[src/hdl/wal_pkg.sv]
// Package: constants and types of the warning and access lock bank
//
// Behaviour
// Warning bits 10, 11 and 13 clear themselves; each bit reads 1 while active.
// Stored warning bits stay set until a fault clear command erases them.
// Bit 0 is the general warning, detailed by last code; 3, 14, 15 reserved.
// Bit 1 flags amplifier over-temperature, bit 2 motor over-temperature.
// Bit 7 CAN, bit 8 encoder, bit 9 RS485, bit 12 fieldbus warning.
// Bit 10 is set when either power stage enable input is active.
// Bit 11 is set on DC bus undervoltage or faulty mains phase.
// Bit 13 stays set while position detection has no valid position yet.
// The warning bit map is selected by the active control mode.
// Channel lock holds 0 (others enabled) or 1 (others blocked).
// Only the fieldbus sets the lock; locked, other channels are refused.
// The lock never blocks hardware inputs such as the stop input.
// Analogue input one voltage reads signed millivolts, -10000 to 10000.
// Current scale is the current at 10 V, -30000 to 30000 on the bus.
// A negative current scale inverts the sign of the current setpoint.
// Writes to read-only parameters are refused and change nothing.
package wal_pkg;

  // ----------------------------------------
  // Parameter addresses
  // ----------------------------------------
  localparam logic [15:0] ADDR_CHANNEL_LOCK = 16'h013c;
  localparam logic [15:0] ADDR_AIN1_VOLTAGE = 16'h0902;
  localparam logic [15:0] ADDR_AIN1_SCALE = 16'h2006;
  localparam logic [15:0] ADDR_WARN_WORD = 16'h1c18;
  localparam logic [15:0] ADDR_LAST_WARN = 16'h1c1a;

  // ----------------------------------------
  // Reset values and ranges
  // ----------------------------------------
  localparam logic LOCK_RESET = 1'b0;
  localparam logic [15:0] LOCK_MAX = 16'h0001;
  localparam logic signed [15:0] SCALE_RESET = 16'sh012c;
  localparam logic signed [15:0] SCALE_MAX = 16'sh7530;
  localparam logic signed [15:0] SCALE_MIN = -16'sh7530;
  localparam logic signed [15:0] VOLT_MAX = 16'sh2710;
  localparam logic signed [15:0] VOLT_MIN = -16'sh2710;
  // Millivolts at which the scale value is reached (10 V)
  localparam logic signed [31:0] VOLT_FULL_SCALE = 32'sh0000_2710;

  // ----------------------------------------
  // Warning word layout
  // ----------------------------------------
  localparam int WB_GENERAL = 0;
  localparam int WB_AMP_TEMP = 1;
  localparam int WB_MOTOR_TEMP = 2;
  localparam int WB_CAN = 7;
  localparam int WB_ENCODER = 8;
  localparam int WB_RS485 = 9;
  localparam int WB_POWER_EN = 10;
  localparam int WB_UNDERVOLT = 11;
  localparam int WB_FIELDBUS = 12;
  localparam int WB_POS_INVALID = 13;
  localparam logic [15:0] SELF_CLEAR_MASK = 16'h2c00;
  localparam logic [15:0] RESERVED_MASK = 16'hc008;
  // Bits that are meaningful in each control mode
  localparam logic [3:0][15:0] MODE_WARN_MASK = {
    16'h3ff7, 16'h3ff7, 16'h1ff7, 16'h1ff7};

  // ----------------------------------------
  // Types
  // ----------------------------------------
  typedef enum logic [1:0] {
    CH_FIELDBUS = 2'h0,
    CH_TOOL = 2'h1,
    CH_HMI = 2'h2,
    CH_FIELDBUS2 = 2'h3
  } wal_chan_type;

  typedef struct packed {
    logic valid;
    wal_chan_type chan;
    logic write;
    logic [15:0] addr;
    logic [15:0] wdata;
  } wal_req_type;

  typedef struct packed {
    logic ack;
    logic refused;
    logic [15:0] rdata;
  } wal_rsp_type;

endpackage

[src/hdl/wal_param_bank.sv]
// Warning word, channel lock and analogue input one parameter bank
`timescale 1ns/1ps
module wal_param_bank (
  input wire logic ref_clk,
  input wire logic nrst,
  input wire logic ce,
  input wire wal_pkg::wal_req_type req,
  output wal_pkg::wal_rsp_type rsp,
  input wire logic [15:0] warn_cause,
  input wire logic [15:0] warn_code_in,
  input wire logic fault_clear_command,
  input wire logic [1:0] ctrl_mode,
  input wire logic power_stage_enable_a,
  input wire logic power_stage_enable_b,
  input wire logic stop_in,
  input wire logic signed [15:0] ain1_sample,
  output logic stop_out,
  output logic [15:0] warn_word,
  output logic [15:0] last_warning_code,
  output logic channel_lock,
  output logic signed [15:0] current_setpoint
);

  // ----------------------------------------
  // Pin synchronisers
  // ----------------------------------------
  // Index 0 and 1: power stage enables, index 2: stop input
  logic [2:0] pin_meta_r;
  logic [2:0] pin_meta_nxt;
  logic [2:0] pin_sync_r;
  logic [2:0] pin_sync_nxt;
  logic stop_out_r;
  logic stop_out_nxt;

  always_comb
  begin
    pin_meta_nxt = pin_meta_r;
    pin_sync_nxt = pin_sync_r;
    stop_out_nxt = stop_out_r;
    if (ce)
    begin
      pin_meta_nxt = {stop_in, power_stage_enable_b,
                      power_stage_enable_a};
      pin_sync_nxt = pin_meta_r;
      // Stop never looks at the lock, so no channel can mask it
      stop_out_nxt = pin_sync_r[2];
    end
  end

  always_ff @(posedge ref_clk)
  begin
    if (!nrst)
    begin
      pin_meta_r <= 3'h0;
      pin_sync_r <= 3'h0;
      stop_out_r <= 1'b0;
    end
    else
    begin
      pin_meta_r <= pin_meta_nxt;
      pin_sync_r <= pin_sync_nxt;
      stop_out_r <= stop_out_nxt;
    end
  end

  // ----------------------------------------
  // Warning word
  // ----------------------------------------
  logic [15:0] mode_mask;
  logic [15:0] cause_eff;
  logic [15:0] warn_calc;
  logic [15:0] warn_r;
  logic [15:0] warn_nxt;
  logic [15:0] last_code_r;
  logic [15:0] last_code_nxt;

  assign mode_mask = wal_pkg::MODE_WARN_MASK[ctrl_mode];

  genvar gi;
  generate
    for (gi = 0; gi < 16; gi++)
    begin : g_warn
      logic raw;
      if (gi == wal_pkg::WB_POWER_EN)
      begin : g_pwr
        // Either enable input alone raises the bit
        assign raw = pin_sync_r[0] | pin_sync_r[1];
      end
      else
      begin : g_cause
        // Each cause lands on its own bit position
        assign raw = warn_cause[gi];  // see R4, see R5, see R7
      end
      assign cause_eff[gi] = raw & mode_mask[gi];
      if (wal_pkg::RESERVED_MASK[gi])
      begin : g_resv
        assign warn_calc[gi] = 1'b0;
      end
      else if (wal_pkg::SELF_CLEAR_MASK[gi])
      begin : g_self
        // Follows the cause and drops with it
        assign warn_calc[gi] = cause_eff[gi];
      end
      else
      begin : g_store
        // A new cause wins over a clear in the same cycle
        assign warn_calc[gi] = cause_eff[gi] |
          (warn_r[gi] & ~fault_clear_command);
      end
    end
  endgenerate

  always_comb
  begin
    warn_nxt = ce ? warn_calc : warn_r;
    last_code_nxt = last_code_r;
    // Detail of the general warning follows its latest cause
    if (ce && cause_eff[wal_pkg::WB_GENERAL])
      last_code_nxt = warn_code_in;
  end

  always_ff @(posedge ref_clk)
  begin
    if (!nrst)
    begin
      warn_r <= 16'h0000;
      last_code_r <= 16'h0000;
    end
    else
    begin
      warn_r <= warn_nxt;
      last_code_r <= last_code_nxt;
    end
  end

  // ----------------------------------------
  // Analogue input one
  // ----------------------------------------
  logic signed [15:0] volt_r;
  logic signed [15:0] volt_nxt;

  always_comb
  begin
    volt_nxt = volt_r;
    if (ce)
    begin
      // Clamp so a wild converter code never leaves the range
      if (ain1_sample > wal_pkg::VOLT_MAX)
        volt_nxt = wal_pkg::VOLT_MAX;
      else if (ain1_sample < wal_pkg::VOLT_MIN)
        volt_nxt = wal_pkg::VOLT_MIN;
      else
        volt_nxt = ain1_sample;
    end
  end

  always_ff @(posedge ref_clk)
  begin
    if (!nrst)
      volt_r <= 16'sh0000;
    else
      volt_r <= volt_nxt;
  end

  // ----------------------------------------
  // Parameter access
  // ----------------------------------------
  logic lock_r;
  logic lock_nxt;
  logic signed [15:0] scale_r;
  logic signed [15:0] scale_nxt;
  wal_pkg::wal_rsp_type rsp_r;
  wal_pkg::wal_rsp_type rsp_nxt;
  logic from_bus;
  logic blocked;

  assign from_bus = req.chan == wal_pkg::CH_FIELDBUS;
  assign blocked = lock_r && !from_bus;

  always_comb
  begin
    lock_nxt = lock_r;
    scale_nxt = scale_r;
    rsp_nxt = rsp_r;
    if (ce)
    begin
      rsp_nxt.ack = req.valid;
      rsp_nxt.refused = 1'b0;
      rsp_nxt.rdata = 16'h0000;
      if (req.valid && blocked)
        rsp_nxt.refused = 1'b1;
      else if (req.valid && req.write)
      begin
        case (req.addr)
          wal_pkg::ADDR_CHANNEL_LOCK:
          begin
            if (from_bus && req.wdata <= wal_pkg::LOCK_MAX)
              lock_nxt = req.wdata[0];  // see R10
            else
              rsp_nxt.refused = 1'b1;  // see R10
          end
          wal_pkg::ADDR_AIN1_SCALE:
          begin
            if ($signed(req.wdata) >= wal_pkg::SCALE_MIN &&
                $signed(req.wdata) <= wal_pkg::SCALE_MAX)
              scale_nxt = $signed(req.wdata);
            else
              rsp_nxt.refused = 1'b1;
          end
          // Read-only or unmapped: nothing is stored
          default: rsp_nxt.refused = 1'b1;
        endcase
      end
      else if (req.valid)
      begin
        case (req.addr)
          wal_pkg::ADDR_CHANNEL_LOCK: rsp_nxt.rdata = {15'h0000, lock_r};
          wal_pkg::ADDR_AIN1_VOLTAGE: rsp_nxt.rdata = volt_r;
          wal_pkg::ADDR_AIN1_SCALE: rsp_nxt.rdata = scale_r;
          wal_pkg::ADDR_WARN_WORD: rsp_nxt.rdata = warn_r;
          wal_pkg::ADDR_LAST_WARN: rsp_nxt.rdata = last_code_r;
          default: rsp_nxt.refused = 1'b1;
        endcase
      end
    end
  end

  always_ff @(posedge ref_clk)
  begin
    if (!nrst)
    begin
      lock_r <= wal_pkg::LOCK_RESET;
      scale_r <= wal_pkg::SCALE_RESET;
      rsp_r <= '0;
    end
    else
    begin
      lock_r <= lock_nxt;
      scale_r <= scale_nxt;
      rsp_r <= rsp_nxt;
    end
  end

  // ----------------------------------------
  // Current setpoint
  // ----------------------------------------
  wal_setpoint_scale u_scale (
    .ref_clk(ref_clk),
    .nrst(nrst),
    .ce(ce),
    .volt(volt_r),
    .scale(scale_r),
    .setpoint(current_setpoint)
  );

  assign rsp = rsp_r;
  assign stop_out = stop_out_r;
  assign warn_word = warn_r;
  assign last_warning_code = last_code_r;
  assign channel_lock = lock_r;
endmodule

[src/hdl/wal_setpoint_scale.sv]
// Current setpoint from analogue input one and the current scale
`timescale 1ns/1ps
module wal_setpoint_scale (
  input wire logic ref_clk,
  input wire logic nrst,
  input wire logic ce,
  input wire logic signed [15:0] volt,
  input wire logic signed [15:0] scale,
  output logic signed [15:0] setpoint
);

  logic signed [31:0] product;
  logic signed [31:0] quotient;
  logic signed [15:0] setpoint_r;
  logic signed [15:0] setpoint_nxt;

  // ----------------------------------------
  // Scaling
  // ----------------------------------------
  // Signed product keeps the sign of the scale, so a negative
  // scale inverts the setpoint; 10 V gives exactly the scale
  always_comb
  begin
    product = 32'(volt) * 32'(scale);
    quotient = product / wal_pkg::VOLT_FULL_SCALE;
    setpoint_nxt = ce ? quotient[15:0] : setpoint_r;
  end

  always_ff @(posedge ref_clk)
  begin
    if (!nrst)
      setpoint_r <= 16'sh0000;
    else
      setpoint_r <= setpoint_nxt;
  end

  assign setpoint = setpoint_r;
endmodule
[config.mk]
export PLATFORM = sky130hd
export DESIGN_NAME = wal_param_bank
export DESIGN_NICKNAME = d
export VERILOG_FILES = /design/src/hdl/wal_pkg.sv /design/src/hdl/wal_param_bank.sv /design/src/hdl/wal_setpoint_scale.sv
export SDC_FILE = /design/constraint.sdc
export NUM_CORES = 1
export LEC_CHECK = 0
export BUFFER_PORTS_ARGS = -buffer_cell sky130_fd_sc_hd__buf_2
export CAP_MARGIN = 20
export CORE_ASPECT_RATIO = 0.7
export CORE_MARGIN = 3
export CORE_UTILIZATION = 35
export CTS_BUF_LIST = sky130_fd_sc_hd__clkbuf_8
export CTS_CLUSTER_SIZE = 30
export DETAILED_ROUTE_END_ITERATION = 16
export SLEW_MARGIN = 25
export SYNTH_ARGS = -nofsm -noshare
export SYNTH_HDL_FRONTEND = slang
export SYNTH_SLANG_ARGS = --single-unit
[constraint.sdc]
create_clock -name ref_clk -period 35.9 [get_ports ref_clk]
set_input_delay 5.385 -clock ref_clk [delete_from_list [all_inputs] [get_ports ref_clk]]
set_output_delay 5.385 -clock ref_clk [all_outputs]
set_load 0.02 [all_outputs]
# After elaboration in Yosys (flattened, before gate mapping)
# Cells that the tools add are included.
# classes
n_lt_le_gt_ge,6
n_eq_ne,5
bitwise,36
n_mux,14
reduce_logical,11
n_mul,1
div,1
# op_table
operator,n
one-hot mux 16 bit (5 select lines),1
two-way mux 16 bit,4
binary-select mux 16 bit (select 2 bit),1
divider 32 x 15 -> 32 bit (second input constant),1
equality test 16 x 13 -> 1 bit (second input constant),2
multiplier 16 x 16 -> 32 bit,1
bitwise AND 1 bit,23
two-way mux 17 bit,1
equality test 16 x 12 -> 1 bit (second input constant),1
equality test 16 x 14 -> 1 bit (second input constant),1
equality test 16 x 9 -> 1 bit (second input constant),1
greater-or-equal comparator 16 bit (second input constant),1
greater-than comparator 16 x 15 -> 1 bit (second input constant),1
<= comparator 16 x 1 -> 1 bit (second input constant),1
<= comparator 16 bit (second input constant),1
less-than comparator 16 x 15 -> 1 bit (second input constant),1
two-way mux 14 bit,1
bitwise OR 1 bit,11
AND reduction 5 bit,2
logical AND 1 bit,6
two-way mux 1 bit,5
OR reduction 5 bit,1
less-than comparator 2 x 3 -> 1 bit (second input constant),1
zero test 2 bit,1
other kinds (3),4
# word_totals
inputBits,93
output_inout_bits,68
elab_cells,86
regBits,103

# Longest topological paths before layout
# Gate-level depths: netlist (run 1).
# depth
ltp_word,6
mapped_depth,95
mapped_depth_nobuf,82

# Hierarchy
# A second synthesis (run 1) with hierarchy kept.
# hier_totals
hier_cells,2922
area_unflattened_um2,23168.5
# modules_own_cells
module,n_inst,area_per_inst_um2,cells_each,seq_area_each_um2
wal_setpoint_scale,1,19149.6,2454,320.3
wal_param_bank,1,4018.9,468,1741.7

# Worst setup path before layout (run 1)
# OpenSTA, ideal clock, no wires.
# synth_timing
kind,flip-flop to flip-flop
startpoint,register scale_r[1]
endpoint,"register u_scale.setpoint_r[12], in the netlist u_scale.setpoint[12]"
path_stages_with_launch,87
synth_period_minus_slack_ns,22.581
slack_ns,13.319
n_path_buf,6
setup_ns,0.066
arrival_ns,22.515
required_ns,35.834
path_cell_list,dfxtp_1 clkbuf_1 nand2_1 inv_1 fa_1 inv_1 fa_1 inv_1 fa_1 fa_1 fa_1 inv_1 fa_1 inv_1 ha_1 clkbuf_1 inv_2 o31ai_1 (+51 left out) a21bo_1 buf_6 a41oi_1 a211oi_4 o21ai_2 mux2i_2 xnor2_1 or4_1 a21o_1 o221a_2 o21ai_1 o2111a_1 ha_1 nand3_1 o21ai_0 xnor2_1 mux2i_1 nor2b_1
# synth_via
elab_chain_cells,2
# synth_lines
element,line_no,text
start: declaration,wal_param_bank.sv:170,logic signed [15:0] scale_r;
start signal: assignment,wal_param_bank.sv:233,scale_r <= wal_pkg::SCALE_RESET;
start signal: assignment,wal_param_bank.sv:239,scale_r <= scale_nxt;
multiplier 16 x 16 -> 32 bit,wal_setpoint_scale.sv:24,product = 32'(volt) * 32'(scale);
divider 32 x 15 -> 32 bit,wal_setpoint_scale.sv:25,quotient = product / wal_pkg::VOLT_FULL_SCALE;
end signal: assignment,wal_setpoint_scale.sv:34,setpoint_r <= setpoint_nxt;
end: declaration,wal_setpoint_scale.sv:14,logic signed [15:0] setpoint_r;
# Every way passes these cells.
# A chain may end at the register's enable or synchronous reset.

# Worst setup path in the final report (run 1)
# layout_timing
startpoint,register volt_r[8]
endpoint,"register u_scale.setpoint_r[14], in the netlist u_scale.setpoint[14]"
# layout_via
elab_chain_cells,2
# layout_lines
element,line_no,text
start: declaration,wal_param_bank.sv:139,logic signed [15:0] volt_r;
start signal: assignment,wal_param_bank.sv:162,volt_r <= volt_nxt;
multiplier 16 x 16 -> 32 bit,wal_setpoint_scale.sv:24,
divider 32 x 15 -> 32 bit,wal_setpoint_scale.sv:25,
# Every way passes these cells.

==> results of run 1 <==
## flip-flops by register name (all words and copies together) (netlist names)
signal             flops
rsp                   18
last_warning_code     16
scale_r               16
u_scale.setpoint      16
volt_r                16
warn_word             13
pin_meta_r             3
pin_sync_r             3
channel_lock           1
stop_out               1
## worst max-delay path, delay by kind of cell, from the launching register on
kind | cells | cell delay, ps
AO/OA/AOI/OAI | 40 | 13160
AND/OR/NAND/NOR | 16 | 5730
adder cells (fa/ha/maj) | 8 | 3860
XOR/XNOR | 5 | 2150
multiplexers | 6 | 2120
flip-flops | 1 | 1010
buffers and inverters | 4 | 390
## final timing paths
path         slack (ps)  depth (start not counted)                  from                    to
min                 460                          2  u_scale.setpoint[11]  u_scale.setpoint[11]
min reg2reg         460                          2  u_scale.setpoint[11]  u_scale.setpoint[11]
max reg2reg        7340                         79             volt_r[8]  u_scale.setpoint[14]
max                7340                         79             volt_r[8]  u_scale.setpoint[14]
## routing by layer
metal	up-vias	GRT usage, %	wire, µm
li1	10570	-	-
met1	10760	33.85	37980
met2	759	28.92	29080
met3	38	3.912	6331
met4	4	2.165	459
met5	-	0	21
## synthesized netlist by cell type, types with 16 or more instances
library cell	instances	share of area, %
sky130_fd_sc_hd__a22oi_1	16	0.51
sky130_fd_sc_hd__o211ai_1	35	1.1
sky130_fd_sc_hd__xnor2_1	104	3.8
sky130_fd_sc_hd__nor3_1	68	1.4
sky130_fd_sc_hd__nor2b_1	66	1.7
sky130_fd_sc_hd__o31ai_1	22	0.70
sky130_fd_sc_hd__a31oi_1	41	1.1
sky130_fd_sc_hd__nand4_1	32	0.84
sky130_fd_sc_hd__nor4_1	23	0.61
sky130_fd_sc_hd__a21oi_1	112	2.4
sky130_fd_sc_hd__fa_1	262	22
sky130_fd_sc_hd__nand2b_1	46	1.2
sky130_fd_sc_hd__ha_1	85	4.5
sky130_fd_sc_hd__xor2_1	42	1.5
sky130_fd_sc_hd__clkbuf_1	86	1.4
sky130_fd_sc_hd__or3_1	20	0.53
sky130_fd_sc_hd__nand3_1	63	1.3
sky130_fd_sc_hd__a211o_1	17	0.63
sky130_fd_sc_hd__o21ai_0	93	2.0
sky130_fd_sc_hd__nor2_1	137	2.2
sky130_fd_sc_hd__mux2i_1	58	2.4
sky130_fd_sc_hd__o21ai_1	35	0.74
sky130_fd_sc_hd__nand2_1	320	5.1
sky130_fd_sc_hd__and2_1	169	4.5
sky130_fd_sc_hd__dfxtp_1	103	8.7
sky130_fd_sc_hd__o22ai_1	28	0.74
sky130_fd_sc_hd__and3_1	26	0.69
sky130_fd_sc_hd__a211oi_1	30	0.95
sky130_fd_sc_hd__a221oi_1	16	0.59
sky130_fd_sc_hd__inv_1	355	5.6
sky130_fd_sc_hd__o21a_1	21	0.66
sky130_fd_sc_hd__a21o_1	34	1.1
sky130_fd_sc_hd__a21boi_0	31	0.98
## through the flow
| step | instance area [µm²] | hold slack [ps] | instances |
|---|---|---|---|
| after floorplan | 23750 | 470.6 | 2986 |
| after global placement | 25260 | 452.2 | 3926 |
| after detailed placement | 25260 | 442.6 | 3926 |
| after CTS | 25470 | 467.1 | 3942 |
| after global routing | 25470 | 494.4 | 3943 |
| final | 25480 | 461.3 | 3944 |
## logic make-up after synthesis
family          Yosys count  share of synthesized area (%)
compound gates          747                          23.66
xor+xnor                153                          5.939
fa+ha+maj               353                          26.83
buf+inv                 478                          7.868
flops                   103                          8.685
mux                      74                          3.262
other cells               1                        0.01579
simple gates           1075                          23.75
## area by class of cell
| cell class | count | area [µm²] |
|---|---|---|
| Multi-Input combinational cell | 2405 | 19840 |
| Inverter | 357 | 1340 |
| Timing Repair Buffer | 170 | 898.4 |
| Clock inverter | 7 | 90.09 |
| Sequential cell | 103 | 2062 |
| Tap cell | 891 | 1115 |
| Clock buffer | 9 | 123.9 |
| Antenna cell | 2 | 5.005 |
| Fill cell | 7017 | 41340 |
==> impl.org, run 1 <==
** Clock tree
- Number of sinks on the clock net :: 103
- Skew-Pair Late Insertion Delay :: 480 ps
- Number of setup buffers added after CTS :: 0
- For this design, the CTS-stage hold fixing added 0 buffers.
- The clock passes through at most 2 buffers.
- CTS placed an instance of sky130_fd_sc_hd__clkbuf_8 at the clock tree root.
- The H-tree was split into 3 levels.
- TritonCTS built the clock tree.
- CTS resizes :: 0
- Buffers inserted during clock tree synthesis total 9.
- After clock tree synthesis, the clock-pin slew on the worst setup and hold paths is 140 ps.

** Timing
- The smallest clock period supported by the final layout is computed as 28560 ps.
- Relative slew slack :: about 25%
- Fmax achieved :: 0.03502 GHz
- The number of max-slew violations in the final report came to 0.
- Sum of negative setup slack :: 0 ps
- Worst Tran Pin Value :: 1122 ps
- The final hold violation count is 0.
- In the post-route analysis, the smallest setup slack over all paths is approximately 7300 ps.
- Setup violations remaining at the end of the flow were counted as 0.
- The final critical path takes up 79.55% of the cycle.
- Setup repair after global routing left no endpoint under its margin.
- The clock arrives with approximately 24 ps of skew.

** Floorplanning
- FP Rows :: 79
- Total core area :: 66820 µm²
- Number of primary I/O pins :: 161
- In this run the horizontal extent of the chip is around 320 µm.
- Effective utilization at floorplan :: 35.53%
- Chip height :: 223.9 µm
- The die covers 71050 µm².

** Worst setup path
- Startpoint type of the worst setup path :: register
- Maximum cell stage delay along the critical path :: 1010 ps
- The critical path is of the reg -> reg type.
- Data on the critical path is required at its endpoint by 36320 ps.
- For this design, the slowest cell found on the critical path is sky130_fd_sc_hd__dfxtp_1.
- Critical Path Most Common Cell :: sky130_fd_sc_hd__fa_1
- The worst setup path is captured at a register.
- Top fanout value on the critical path :: 18
- Data arrives at the worst endpoint at 28970 ps.

** Detailed routing
- Routed WL :: 73.88 mm
- Routed Antenna Nets :: 0
- In the routed design, unresolved DRC markers number 0.
- The first detailed-routing pass took 5 iterations.
- Number of DRC markers in iteration 0 :: between 2k and 2.5k
- In the final routed layout, each cell accounts on average for roughly 19 µm.
- Vias/cell :: 5.612
- Count of vias placed by the detailed router :: 22.14k

** Synthesis
- Syn avg cell area :: 7.957 µm²
- Cell Area, Synth :: 23740 µm²
- Among all flip-flop cells after synthesis, the most frequent one is sky130_fd_sc_hd__dfxtp_1.
- In the synthesized netlist, the number of instances is 2984.
- Counting flops with a built-in enable in the synthesized netlist gives 0.
- Part of the Yosys area used for sequential elements :: under 10%
- The synthesized design contains 103 register bits.
- In the synthesized netlist the async set-or-reset flop fraction comes to 0%.
- Post-synthesis cell type count :: 133
- Count of synthesis-stage warnings from yosys :: 0

** Run
- Number of maximum-capacitance constraint violations :: 0

** Place
- Last weighted congestion value of the routability-driven placer :: just under 0.9
- IO Port Bufs :: 152
- Setup Slack @ Placement :: 8259 ps
- Summed over all nets, the half-perimeter wirelength after detailed placement is between 60 and 70 mm.

** Global route
- Wire length of the first global-routing pass :: 118.8 mm
- Initial antenna violation count :: 5
- The total overflow left after global routing is 0.
- The number of global-route vias before repair is 20.74k.
- Global routing used 20.85% of the available tracks across all layers.
- Entering global routing, the biggest net connects roughly 100 pins.

** Cells and area
- Area added between synthesis and finish :: 7.304%
- The library cell used most frequently in the layout, excluding fill and tap cells, is sky130_fd_sc_hd__inv_1.
- Fraction of layout instances using a drive strength above 1 :: 9.505%
- Leaving out fill and tap cells, the most frequent cells in the layout are 355 x sky130_fd_sc_hd__inv_1, 320 x sky130_fd_sc_hd__nand2_1, 262 x sky130_fd_sc_hd__fa_1.
- # nets final :: 3486
- Measured on the finished design, the core utilization comes to between 30% and 40%.

** Hold path
- Worst hold path class :: reg -> reg

** Outcome
- The flow ran to the end, and the final reports show no timing, DRC or antenna violations.
Power of run 1 is left out: the tool's default activity adds up to more than one toggle a clock period on the data nets, which glitch-free logic cannot reach.
==> run 2, diff against run 1 <==
--- a/config.mk
+++ b/config.mk
@@ -5,6 +5,7 @@
 export SDC_FILE = /design/constraint.sdc
 export NUM_CORES = 1
 export LEC_CHECK = 0
+export ABC_AREA = 1
 export BUFFER_PORTS_ARGS = -buffer_cell sky130_fd_sc_hd__buf_2
 export CAP_MARGIN = 20
 export CORE_ASPECT_RATIO = 0.7
==> constraint.sdc (replaced) <==
create_clock -name ref_clk -period 29 [get_ports ref_clk]
set_input_delay 4.35 -clock ref_clk [delete_from_list [all_inputs] [get_ports ref_clk]]
set_output_delay 4.35 -clock ref_clk [all_outputs]
set_load 0.02 [all_outputs]
==> impl.org, run 2 <==
** Outcome
- Outcome :: completed

** Synthesis
- Count of synthesis-stage warnings from yosys :: 0 (unchanged)
- The post-synthesis instance total was 3792 (+27%).
- Of all cell types, the one taking the most synthesized area is sky130_fd_sc_hd__fa_1.
- Syn avg cell area :: 6.764 µm² (-15%)
- The number of flip-flops and latches in the synthesized netlist is 103 (unchanged).
- Main flop type after synthesis :: sky130_fd_sc_hd__dfxtp_1
- Cell Area, Synth :: 25650 µm² (+8.0%)
- sky130_fd_sc_hd__nand2_1 is the most common cell in the netlist.
- By count the netlist is led by 968 x sky130_fd_sc_hd__nand2_1, 754 x sky130_fd_sc_hd__inv_1, 273 x sky130_fd_sc_hd__nand3_1.
- Sorting the synthesized cells by area gives the leading types as sky130_fd_sc_hd__fa_1 20%, sky130_fd_sc_hd__nand2_1 14%, sky130_fd_sc_hd__inv_1 11%, sky130_fd_sc_hd__dfxtp_1 8.0%, sky130_fd_sc_hd__nand2_4 5.7%.
- Part of the Yosys area used for sequential elements :: 8.039% (-0.65 points)
- The number of distinct standard cells referenced by the synthesized netlist came to 72 (-46%).
- Area share of the largest cell type after synthesis :: 20.45% (-1.6 points)
- Ys async rst share :: 0% (unchanged)
- Number of enable flip-flop cells after synthesis :: 0 (unchanged)

** Timing
- The peak clock frequency supported by timing was 0.04084 GHz (+17%).
- Worst hold margin :: 465.4 ps (+4.070 ps)
- Setup repair after global routing missed its margin :: false
- Min Tclk post-route :: 24480 ps (-4075 ps)
- The final critical-path share of the clock period is 84.43% (+4.9 points).
- Worst Tran Pin Value :: 1042 ps (-80.22 ps)
- The setup clock skew after layout was 30.09 ps (+5.744 ps).
- Number of setup violations in the final report :: 0 (unchanged)
- The total negative slack for setup checks was 0 ps (unchanged).
- The number of max-slew violations in the final report is 0 (unchanged).
- The final setup slack of the worst path was 4517 ps (-2825 ps).
- The remaining max-slew budget at the tightest pin was 30.46% (+5.3 points).
- Final Hold Viols :: 0 (unchanged)

** Worst setup path
- Setup slack of the worst register-to-register path :: 4520 ps (-2830 ps)
- Depth of the worst register-to-register path :: 143 (+81%)
- Endpoint of the worst-slack reg-to-reg timing path :: u_scale.setpoint[12]
- The worst setup path is captured at a register.
- Library cell contributing the largest single delay on the critical path :: sky130_fd_sc_hd__dfxtp_1
- Launch point of the worst path :: volt_r[15]
- The peak fanout along the critical path came to 48 (+30).
- Crit path DAT :: 24830 ps (-4140 ps)
- Critical Path Most Common Cell :: sky130_fd_sc_hd__nand2_2
- The worst endpoint required time came to 29350 ps (-6970 ps).
- Launch point of the worst reg-to-reg path :: volt_r[15]
- Startpoint type of the worst setup path :: register
- End of the critical path :: u_scale.setpoint[12]
- The critical path is of the reg -> reg type.
- Maximum cell stage delay along the critical path :: 950 ps (-60 ps)

** Clock tree
- CTS Root Cell :: sky130_fd_sc_hd__clkbuf_8
- TritonCTS built the clock tree.
- The post-CTS resize count came to 0 (unchanged).
- Number of sinks on the clock net :: 103 (unchanged)
- Number of levels the H-tree was split into :: 3 (unchanged)
- The number of buffers on the longest clock path was 2 (unchanged).
- The number of CTS-inserted buffers is 9 (unchanged).
- The post-CTS setup buffer count was 0 (unchanged).
- Skew-Pair Late Insertion Delay :: 440 ps (-40 ps)
- The quantity of hold-fixing buffers added after cts came to 0 (unchanged).
- The clock-pin transition on the worst setup and hold timing paths came to 130 ps (about the same).

** Run
- Number of maximum-capacitance constraint violations :: 0 (unchanged)

** Place
- The number of buffers added on ports came to 152 (unchanged).
- The sum of net half-perimeters after detailed placement is 57.27 mm (-4.9%).
- Setup Slack @ Placement :: 4473 ps (-3785 ps)
- The final weighted congestion of routability-driven global placement was 0.8863 (-0.31%).

** Cells and area
- Area added between synthesis and finish :: 6.068%
- Leaving out fill and tap cells, the most frequent cells in the layout are 968 x sky130_fd_sc_hd__nand2_1, 753 x sky130_fd_sc_hd__inv_1, 273 x sky130_fd_sc_hd__nand3_1.
- The fraction of final layout cells sized beyond drive strength 1 came to 19.48% (+10 points).
- The number of nets in the finished design is 4291 (+23%).
- Most common cell after layout, fill and taps aside :: sky130_fd_sc_hd__nand2_1
- The flip-flop count of the largest register, all copies and words added was 18 (unchanged).
- Count of fill cells added during filler insertion :: 7812 (+11%)
- Fraction of the core area covered by cells at the end of the flow :: 37.77% (-0.35 points)
- Number of antenna repair diodes :: 0 (-2)

** Global route
- The number of antenna violations at the first check in global routing is 0 (-5).
- Vias in the first global route :: 21.42k (+3.3%)
- The pin count of the biggest net entering global routing came to 63 (-39%).
- The sum of overflow across all layers after global routing is 0 (unchanged).
- GRT Total Usage :: 18.29% (-2.6 points)
- The first-pass GRT wire length was 115.0 mm (-3.2%).

** Hold path
- Worst hold path class :: reg -> reg

** Detailed routing
- Number of remaining DRC errors :: 0 (unchanged)
- Count of vias placed by the detailed router :: 22.77k (+2.9%)
- Routed Antenna Nets :: 0 (unchanged)
- Detailed Routing Iterations Pass 1 :: 5 (unchanged)
- Routed WL per cell :: 14.31 µm (-24%)
- Number of DRC markers in iteration 0 :: 1608 (-26%)
- The routed wire length was 69.00 mm (-6.6%).
- The mean number of vias per cell came to 4.723 (-16%).

** Floorplanning
- The starting density of the core came to 35.61% (+0.080 points).
- The number of rows created at floorplan is 82 (+3.8%).
- Overall die area :: 76620 µm² (+7.8%)
- The die extent in y came to 232.5 µm (+3.8%).
- The area of the core came to 72020 µm² (+7.8%).
- Number of primary I/O pins :: 161 (unchanged)
- The die outline width was 329.6 µm (+3.9%).
run 2: cell type report:
| cell class | instances | area [µm²] | area share [%] |
|---|---|---|---|
| multi-input combinational | 2734 | 19610 | 72.09 |
| inverter | 830 | 3233 | 11.88 |
| sequential | 103 | 2062 | 7.579 |
| tap | 966 | 1209 | 4.443 |
| timing repair buffer | 173 | 918.4 | 3.376 |
| clock buffer | 9 | 123.9 | 0.4553 |
| clock inverter | 6 | 46.29 | 0.1702 |
run 2: worst min path at each step:
stage | start | end | slack (ps) | cells after the start
6_report | pin_sync_r[0] | pin_sync_r[0] | 470 | 2
3_3_place_gp | pin_sync_r[1] | pin_sync_r[1] | 450 | 2
4_1_cts | rsp[2] | rsp[2] | 470 | 2
3_5_place_dp | rsp[2] | rsp[2] | 460 | 2
5_1_grt | rsp[2] | rsp[2] | 490 | 2
2_1_floorplan | pin_sync_r[1] | pin_sync_r[1] | 430 | 2
run 2: through the flow:
step | instance area, µm² | cells
after global placement | 27030 | 4806
final | 27210 | 4821
after global routing | 27210 | 4821
after floorplan | 25660 | 3794
after detailed placement | 27030 | 4806
after CTS | 27200 | 4821
run 2: per-layer routing:
| layer | vias up | global-route usage (%) | part of all wire (%) |
|---|---|---|---|
| li1 | 11570 | - | - |
| met1 | 10530 | 28.56 | 52 |
| met2 | 629 | 26.68 | 40 |
| met3 | 41 | 2.691 | 7.2 |
| met4 | 0 | 2.825 | 1.0 |
| met5 | - | 0 | 0 |
run 2: worst max-delay path: cells and delay by family, from the launching register on:
family | cells | cell delay (ps)
AO/OA/AOI/OAI | 11 | 2600
adder cells (fa/ha/maj) | 8 | 3610
buffers and inverters | 23 | 2970
flip-flops | 1 | 950
AND/OR/NAND/NOR | 101 | 14150
run 2: cell families (layout without fill, tap and decap cells):
| group | Yosys count | count (layout) | share of synthesized area, % |
|---|---|---|---|
| xor+xnor | 83 | 83 | 3.083 |
| flops | 103 | 103 | 8.039 |
| compound gates | 252 | 252 | 6.268 |
| fa+ha+maj | 347 | 347 | 24.60 |
| other cells | 1 | 3 | 0.01462 |
| simple gates | 2049 | 2049 | 42.39 |
| buf+inv | 957 | 1018 | 15.61 |
Power of run 2 is left out for the same reason.
